## src/rtl/pctb_regs.svh

```systemverilog
/*
  register offsets, field positions, reset values and timing for the
  pulse capture timer with tone output.
  assumes inclusion by bare name from the package and the design.
*/
`ifndef PCTB_REGS_SVH
`define PCTB_REGS_SVH

// ----------------------------------------------------------------
// register offsets
// ----------------------------------------------------------------
`define PCTB_ADDR_W        3
`define PCTB_OFF_CTRL      3'h0
`define PCTB_OFF_COUNT     3'h1
`define PCTB_OFF_INTC      3'h2
`define PCTB_OFF_SYSC0     3'h3
`define PCTB_OFF_PADIR     3'h4
`define PCTB_OFF_PADATA    3'h5
`define PCTB_OFF_STATUS    3'h6

// ----------------------------------------------------------------
// timer control fields
// ----------------------------------------------------------------
`define PCTB_MODE_HI       7
`define PCTB_MODE_LO       6
`define PCTB_EN_BIT        4
`define PCTB_EDGE_BIT      3
`define PCTB_PSC_HI        2
`define PCTB_PSC_LO        0
`define PCTB_CTRL_RST      8'h08
`define PCTB_CTRL_MASK     8'hdf

// ----------------------------------------------------------------
// interrupt control, system control 0, status, port fields
// ----------------------------------------------------------------
`define PCTB_INT_EN_BIT    0
`define PCTB_INT_REQ_BIT   1
`define PCTB_TONE_HI       1
`define PCTB_TONE_LO       0
`define PCTB_CLKSEL_BIT    2
`define PCTB_PDOWN_BIT     3
`define PCTB_TIN_BIT       2
`define PCTB_PADIR_RST     8'hff
`define PCTB_SYSDIV        2'h3

`endif

```

## src/rtl/pctb_pkg.sv

```systemverilog
/*
  types shared by the pulse capture timer design.
  assumes the register header sits beside it.
*/
package pctb_pkg;
  `include "pctb_regs.svh"

  typedef enum logic [1:0] {
    PCTB_MODE_NONE,
    PCTB_MODE_EVENT,
    PCTB_MODE_TIMER,
    PCTB_MODE_CAPTURE
  } pctb_mode_e;

  typedef enum logic [1:0] {
    PCTB_CAP_IDLE,
    PCTB_CAP_ARMED,
    PCTB_CAP_RUN
  } pctb_cap_e;
endpackage

```

## src/rtl/pctb_timer.sv

```systemverilog
/*
  8-bit up counter with preload, pulse width capture and a tone
  divider driving a complementary pair on port a bits 0 and 1.
  assumes one 10 MHz clock, a synchronous active-low reset and a
  register master that never waits; the timer pin is asynchronous.
*/
// The implementer's own choices: the strobed register port and the address map.
// Function
// - capture clock: system clock or quarter, prescaled
// - enable arms counter; waits for active edge
// - edge low: falling starts, rising stops
// - edge high: rising starts, falling stops
// - capture end clears enable; else software only
// - residual kept; ignore pin until re-enabled
// - react to pin transitions only, not levels
// - overflow: interrupt, reload preload, keep counting
// - overflow sets request flag; enable gates interrupt
// - powered down: overflow wakes regardless of enable
// - request flag set blocks overflow wake-up
// - counter read or preload write inhibits clock
// - pin edges seen at next timer tick; event mode counts an edge as soon as it is detected
// - each overflow toggles tone outputs
// - second tone output inverts the first
// - tone field selects single or pair output
// - port a bit0 zero forces tones low
// - port a bit1 data never affects tones
// - tone drives output pins only; inputs stay inputs
// - mode codes: none, event, timer, capture
// - prescale divides by 1 to 128
// - enable zero stops, one allows counting
`timescale 1ns/10ps
`include "pctb_regs.svh"

module pctb_timer
  import pctb_pkg::*;
(
  input  wire logic       clk,        // 10 MHz system clock
  input  wire logic       rst_n,      // synchronous reset, active low
  input  wire logic [2:0] addr,       // register address
  input  wire logic [7:0] wdata,      // write data
  input  wire logic       wr,         // write strobe
  input  wire logic       rd,         // read strobe
  output logic      [7:0] rdata,      // read data, cycle after rd
  input  wire logic       timer_pin,  // asynchronous timer input pin
  input  wire logic [1:0] pa_in,      // port a bits 1..0 pin levels
  output logic      [1:0] pa_out,     // port a bits 1..0 drive value
  output logic      [1:0] pa_oe,      // port a bits 1..0 output enables
  output logic            timer_irq,  // timer interrupt, level
  output logic            wake        // wake-up request, level
);

  // ----------------------------------------------------------------
  // registers
  // ----------------------------------------------------------------
  logic [7:0] ctrl;
  logic [7:0] preload;
  logic [7:0] count;
  logic       int_en;
  logic       int_req;
  logic [1:0] tone_sel;
  logic       clk_sel;
  logic       pdown;
  logic [1:0] pa_dir;
  logic [1:0] pa_data;
  logic       tone;
  logic [6:0] psc;
  logic [1:0] sysdiv;
  logic       sync1;
  logic       sync2;
  logic       pin_q;
  logic       edge_pend;
  logic       pend_level;
  pctb_cap_e  cap;

  // ----------------------------------------------------------------
  // decode
  // ----------------------------------------------------------------
  wire        wr_ctrl  = wr && (addr == `PCTB_OFF_CTRL);
  wire        wr_cnt   = wr && (addr == `PCTB_OFF_COUNT);
  wire        wr_intc  = wr && (addr == `PCTB_OFF_INTC);
  wire        wr_sys   = wr && (addr == `PCTB_OFF_SYSC0);
  wire        wr_dir   = wr && (addr == `PCTB_OFF_PADIR);
  wire        wr_dat   = wr && (addr == `PCTB_OFF_PADATA);
  wire        rd_cnt   = rd && (addr == `PCTB_OFF_COUNT);

  wire        cnt_en   = ctrl[`PCTB_EN_BIT];
  wire        edge_hi  = ctrl[`PCTB_EDGE_BIT];
  wire [2:0]  psc_sel  = ctrl[`PCTB_PSC_HI:`PCTB_PSC_LO];
  pctb_mode_e mode;
  assign mode = pctb_mode_e'(ctrl[`PCTB_MODE_HI:`PCTB_MODE_LO]);

  // ----------------------------------------------------------------
  // timer clock: system clock or quarter, then prescaler
  // ----------------------------------------------------------------
  wire        base_tick = clk_sel ? (sysdiv == `PCTB_SYSDIV) : 1'b1;
  wire [7:0]  psc_ext   = {psc, 1'b1};
  // power of two division: tick when low psc_sel bits of counter all set
  wire [7:0]  psc_mask  = 8'((9'h001 << psc_sel) - 9'h001);
  wire        psc_tick  = base_tick && ((psc_ext[7:1] & psc_mask[6:0]) == psc_mask[6:0]);
  // host access steals the tick; a count may be lost
  wire        inhibit   = rd_cnt || wr_cnt;
  wire        tick      = psc_tick && !inhibit;

  // ----------------------------------------------------------------
  // pin synchroniser and edge detection
  // ----------------------------------------------------------------
  wire        rise      = sync2 && !pin_q;
  wire        fall      = !sync2 && pin_q;
  wire        start_ev  = edge_hi ? rise : fall;
  wire        stop_ev   = edge_hi ? fall : rise;
  wire        is_cap    = (mode == PCTB_MODE_CAPTURE);
  wire        is_evt    = (mode == PCTB_MODE_EVENT);
  wire        is_tmr    = (mode == PCTB_MODE_TIMER);
  wire        evt_edge  = edge_hi ? fall : rise;

  // edges held until the next timer tick, then acted on
  wire        seen_start = edge_pend && pend_level;
  wire        seen_stop  = edge_pend && !pend_level;

  wire        run      = is_tmr ? (cnt_en && tick)
                       : is_evt ? (cnt_en && evt_edge)
                       : is_cap ? (cap == PCTB_CAP_RUN && tick && !seen_stop)
                       : 1'b0;
  wire        ovf      = run && (count == 8'hff);
  wire        cap_end  = is_cap && cap == PCTB_CAP_RUN && tick && seen_stop;

  logic [7:0] next_count;
  always_comb
  begin
    next_count = count;
    if (wr_cnt)
      next_count = count;
    else if (ovf)
      next_count = preload;
    else if (run)
      next_count = count + 8'h01;
  end

  // ----------------------------------------------------------------
  // tone outputs
  // ----------------------------------------------------------------
  wire        tone_on  = tone_sel[`PCTB_TONE_HI];
  wire        pair_on  = tone_on && tone_sel[`PCTB_TONE_LO];
  // pa_data[1] deliberately unused for the tone path
  wire        bz       = pa_data[0] ? tone : 1'b0;
  wire        bz_n     = pa_data[0] ? !tone : 1'b0;

  assign pa_oe[0]  = !pa_dir[0];
  assign pa_oe[1]  = !pa_dir[1];
  assign pa_out[0] = tone_on ? bz : pa_data[0];
  assign pa_out[1] = pair_on ? bz_n : pa_data[1];

  assign timer_irq = int_req && int_en;

  // ----------------------------------------------------------------
  // read mux
  // ----------------------------------------------------------------
  logic [7:0] rd_mux;
  always_comb
  begin
    case (addr)
      `PCTB_OFF_CTRL:   rd_mux = ctrl & `PCTB_CTRL_MASK;
      `PCTB_OFF_COUNT:  rd_mux = count;
      `PCTB_OFF_INTC:   rd_mux = {6'h00, int_req, int_en};
      `PCTB_OFF_SYSC0:  rd_mux = {4'h0, pdown, clk_sel, tone_sel};
      `PCTB_OFF_PADIR:  rd_mux = {6'h00, pa_dir};
      `PCTB_OFF_PADATA: rd_mux = {6'h00, pa_in};
      `PCTB_OFF_STATUS: rd_mux = {5'h00, sync2, cap};
      default:          rd_mux = 8'h00;
    endcase
  end

  // ----------------------------------------------------------------
  // capture sequencing and enable bit
  // ----------------------------------------------------------------
  logic [7:0] next_ctrl;
  pctb_cap_e  next_cap;
  always_comb
  begin
    next_ctrl = ctrl;
    next_cap  = cap;
    if (!is_cap || !cnt_en)
      next_cap = PCTB_CAP_IDLE;
    else if (cap == PCTB_CAP_IDLE)
      next_cap = PCTB_CAP_ARMED;
    else if (cap == PCTB_CAP_ARMED && tick && seen_start)
      next_cap = PCTB_CAP_RUN;
    if (cap_end)
    begin
      next_ctrl[`PCTB_EN_BIT] = 1'b0;
      next_cap = PCTB_CAP_IDLE;
    end
    if (wr_ctrl)
    begin
      next_ctrl = wdata & `PCTB_CTRL_MASK;
      // a write that re-arms restarts the one-shot
      if (cap_end && !wdata[`PCTB_EN_BIT])
        next_ctrl[`PCTB_EN_BIT] = 1'b0;
    end
  end

  always_ff @(posedge clk)
  begin
    sync1 <= timer_pin;
    sync2 <= sync1;
    pin_q <= sync2;
  end

  always_ff @(posedge clk)
  begin
    if (!rst_n)
    begin
      edge_pend  <= 1'b0;
      pend_level <= 1'b0;
    end
    else if (cap == PCTB_CAP_ARMED && start_ev)
    begin
      edge_pend  <= 1'b1;
      pend_level <= 1'b1;
    end
    else if (cap == PCTB_CAP_RUN && stop_ev)
    begin
      edge_pend  <= 1'b1;
      pend_level <= 1'b0;
    end
    else if (tick || cap == PCTB_CAP_IDLE)
      edge_pend  <= 1'b0;
  end

  always_ff @(posedge clk)
  begin
    if (!rst_n)
    begin
      ctrl   <= `PCTB_CTRL_RST;
      cap    <= PCTB_CAP_IDLE;
      count  <= 8'h00;
      preload <= 8'h00;
      psc    <= 7'h00;
      sysdiv <= 2'h0;
      tone   <= 1'b0;
    end
    else
    begin
      ctrl   <= next_ctrl;
      cap    <= next_cap;
      count  <= next_count;
      sysdiv <= sysdiv + 2'h1;
      if (base_tick)
        psc <= psc + 7'h01;
      if (wr_cnt)
        preload <= wdata;
      if (ovf)
        tone <= !tone;
    end
  end

  always_ff @(posedge clk)
  begin
    if (!rst_n)
    begin
      int_en   <= 1'b0;
      int_req  <= 1'b0;
      tone_sel <= 2'h0;
      clk_sel  <= 1'b0;
      pdown    <= 1'b0;
      pa_dir   <= 2'h3;
      pa_data  <= 2'h0;
      wake     <= 1'b0;
      rdata    <= 8'h00;
    end
    else
    begin
      rdata <= rd ? rd_mux : 8'h00;
      if (wr_intc)
      begin
        int_en  <= wdata[`PCTB_INT_EN_BIT];
        int_req <= wdata[`PCTB_INT_REQ_BIT] || ovf;
      end
      else if (ovf)
        int_req <= 1'b1;
      if (wr_sys)
      begin
        tone_sel <= wdata[`PCTB_TONE_HI:`PCTB_TONE_LO];
        clk_sel  <= wdata[`PCTB_CLKSEL_BIT];
        pdown    <= wdata[`PCTB_PDOWN_BIT];
      end
      if (wr_dir)
        pa_dir  <= wdata[1:0];
      if (wr_dat)
        pa_data <= wdata[1:0];
      // flag already set before sleep masks the wake
      if (!pdown)
        wake <= 1'b0;
      else if (ovf && !int_req)
        wake <= 1'b1;
    end
  end

endmodule // pctb_timer

```

## config.mk

```make
export PLATFORM = sky130hd
export DESIGN_NAME = pctb_timer
export DESIGN_NICKNAME = d
export VERILOG_FILES = /design/src/rtl/pctb_pkg.sv /design/src/rtl/pctb_timer.sv
export VERILOG_INCLUDE_DIRS = /design/src /design/src/rtl
export SDC_FILE = /design/constraint.sdc
export NUM_CORES = 1
export LEC_CHECK = 0
export ABC_AREA = 1
export BUFFER_PORTS_ARGS = -buffer_cell sky130_fd_sc_hd__buf_2
export CORE_UTILIZATION = 35
export DETAILED_ROUTE_END_ITERATION = 16
export PLACE_DENSITY = 0.52
export SYNTH_ARGS = -nofsm -noshare
export SYNTH_HDL_FRONTEND = slang
export SYNTH_SLANG_ARGS = --single-unit
```

## constraint.sdc

```tcl
create_clock -name clk -period 2.75 [get_ports clk]
set_input_delay 0.55 -clock clk [delete_from_list [all_inputs] [get_ports clk]]
set_output_delay 0.55 -clock clk [all_outputs]
set_load 0.05 [all_outputs]
```

==> reports/results.tsv <==
stage	metric	value	unit
clock_tree	clock slew at reported path FFs	70	ps
pwr	VDD IR-drop max	0.338	mV
critical_path	Critical Path Start Type	flip-flop	
clock_tree	# resized after CTS	0	
timing	Worst slew margin	71.0	%
clock_tree	Clk Latency, worst-skew pair	340	ps
yosys	number of flops mapped to enable cells by yosys	0	
clock_tree	Root Driver	clkbuf_8	
outcome	status	completed	
die	IO Pins	32	
global_routing	initial antenna violation count	0	
timing	Setup Skew	8.60	ps
finish	fillcell total	852	
yosys	post-synthesis sequential area ratio	42.0	%
pwr	Pleak	1.37	nW
timing	Worst Max-Slew Pin Slew	434	ps
finish	n_diodes	0	
min_path	worst hold stages	1	
critical_path	Crit path arrival time	2580	ps
route	Routed Antenna Nets	0	
global_routing	first-pass GRT wire length	12100	microns
yosys	Yosys warnings	0	
clock_tree	total CTS buffers	9	
route	Routed WL per cell	13.4	microns
placed_design	placer congestion estimate	0.806	
timing	Period minus WS final	2350	ps
route	initial drt markers	115	
timing	crit share post-route	85.3	%
route	DR DRC count	0	
run	max_cap viols	0	
yosys	Distinct cells, synth	38	
route	vias	2651	
yosys	Yosys reg bits	59	
timing	# setup viols final	0	
min_path	worst hold path type	primary input to flip-flop	
die	Starting Density	36.2	%
die	Die Ht	91.6	microns
yosys	Async SR Flop Fraction	0	%
clock_tree	H-Tree Depth	3	
critical_path	RR Startpoint	ctrl[1]$_SDFFE_PN0P_	
pwr	pwr/cell area	552	nW/um^2
route	routed wire length	7230	microns
yosys	Main synth FF type	dfxtp_1	
placed_design	final HPWL from detailed placement	5350	microns
route	vias per inst	4.92	
yosys	syn nets	414	
finish	Syn-to-layout area delta	16.4	%
timing	RSZ-0062 raised after global routing	no	
timing	setup TNS	0	ps
yosys	Mapped Area	2810	sq um
clock_tree	maximum clock path buffer count	2	
global_routing	vias in the first global route	2538	
critical_path	CP startpoint	ctrl[1]$_SDFFE_PN0P_	
die	die area	8400	sq um
clock_tree	CTS tree	done	
finish	most common cell after layout, fill and taps aside	nand2_1	
yosys	Cells after Synth	392	
finish	fin util	42.2	%
timing	Peak Freq	426	MHz
critical_path	WP data required	2980	ps
clock_tree	post-CTS setup buffer count	0	
critical_path	crit path max fanout	9	
finish	share of cells above drive strength 1	16.7	%
critical_path	r2r worst-path depth	16	
yosys	Syn Area/Cell	7.18	sq um
die	cell row count	32	
finish	Post-layout nets	454	
critical_path	setup slack, reg-to-reg	400	ps
global_routing	largest net degree at the start of global routing	23	
critical_path	CP Capture Type	flip-flop	
die	core area	7770	sq um
route	Pre-Repair DR Iteration Count	4	
die	DIE WIDTH	91.6	microns
global_routing	GRT Util Overall	18.6	%
clock_tree	Clock Sinks	59	
timing	Max Transition Viols Final	0	
critical_path	Setup crit end	count[3]$_SDFFE_PN0P_	
timing	Fin. Hold Viols	0	
critical_path	crit path kind	flip-flop to flip-flop	
clock_tree	hold_buf cts	0	
placed_design	# port buffers	31	
finish	most frequent cells in the layout	nand2_1 (67), dfxtp_1 (59), inv_1 (57)	
global_routing	grt ovf	0	
critical_path	reg2reg end	count[3]$_SDFFE_PN0P_	
state kept, by name (all words and copies together) (netlist names), 2 cells and up:
| signal | count |
|---|---|
| sysdiv | 2 |
| tone_sel | 2 |
| count | 8 |
| preload | 8 |
| cap | 2 |
| pa_data | 2 |
| psc | 7 |
| rdata | 8 |
| pa_dir | 2 |
| ctrl | 7 |
power breakdown:
part	switching, mW	internal (mW)
Clock	0.369	0.321
Combinational	0.142	0.0694
Sequential	0.0225	0.885
stage by stage:
stage               setup slack (ps)  instance area [sq um]  total power [mW]  hold WS, ps  std cells
floorplan                        605                   2810              1.07          310        392
global placement                 470                   3110              1.14          316        523
detailed placement               403                   3110              1.14          315        523
CTS                              388                   3270              1.83          293        539
global route                     186                   3270              1.90          298        539
finish                           403                   3270              1.81          309        539
kinds of logic (layout without fill, tap and decap cells):
family / Yosys count / count (layout) / synth area share, %
and+or+nand+nor: 170 / 170 / 27.8
AOI/OAI and AO/OA: 83 / 83 / 16.5
DFF: 59 / 59 / 42.0
xor gates and xnor gates: 7 / 7 / 2.45
adders and majority gates: 4 / 4 / 1.78
buffers and inverters: 69 / 114 / 9.43
worst max-delay path, stage by stage (launching register included):
cell and delay (ps):
dfxtp_1 360, nor2_2 150, nand2_2 80, ha_1 280, inv_1 30, nand2_1 50, nand2_1 50, a21oi_1 160
nand2_2 80, nor2_2 110, nand3_2 90, a21oi_4 290, nand3_4 180, clkinv_4 130, nand2_1 60, nor2_1 90
nor2_1 40
cell type report:
class	instances	area (sq um)	area share, %
multi-input combinational	264	1370	41.7
sequential	59	1180	36.1
inverter	62	238	7.26
timing repair buffer	36	193	5.88
tap	102	128	3.90
clock buffer	9	124	3.78
clock inverter	7	45.0	1.38
routing by layer:
| layer | vias up | part of all wire (%) | track usage (%) |
|---|---|---|---|
| li1 | 1367 | - | - |
| met1 | 1212 | 47 | 24.4 |
| met2 | 63 | 45 | 30.1 |
| met3 | 9 | 6.5 | 4.23 |
| met4 | 0 | 1.2 | 5.82 |
| met5 | - | 0 | 0 |
worst min-delay path by stage:
| stage | startpoint | end | slack (ps) |
|---|---|---|---|
| 2_1_floorplan | sync1$_DFF_P_ | sync2$_DFF_P_ | 310 |
| 3_3_place_gp | sync1$_DFF_P_ | sync2$_DFF_P_ | 320 |
| 3_5_place_dp | sync1$_DFF_P_ | sync2$_DFF_P_ | 320 |
| 4_1_cts | timer_pin | sync1$_DFF_P_ | 290 |
| 5_1_grt | timer_pin | sync1$_DFF_P_ | 300 |
| 6_report | timer_pin | sync1$_DFF_P_ | 310 |
synthesized netlist by cell type (5+ instances only):
cell / count / area, sq um
xor2_1: 5 / 43.8
nor2_1: 43 / 161
dfxtp_1: 59 / 1180
clkbuf_1: 6 / 22.5
o21ai_0: 26 / 130
nand2_1: 67 / 251
nor3_1: 8 / 40.0
nor2_2: 5 / 31.3
nand3_1: 24 / 120
nand2_2: 5 / 31.3
inv_1: 57 / 214
a21oi_1: 38 / 190
nand4_1: 10 / 62.6
Note: power is estimated with default switching activity, not from simulation.
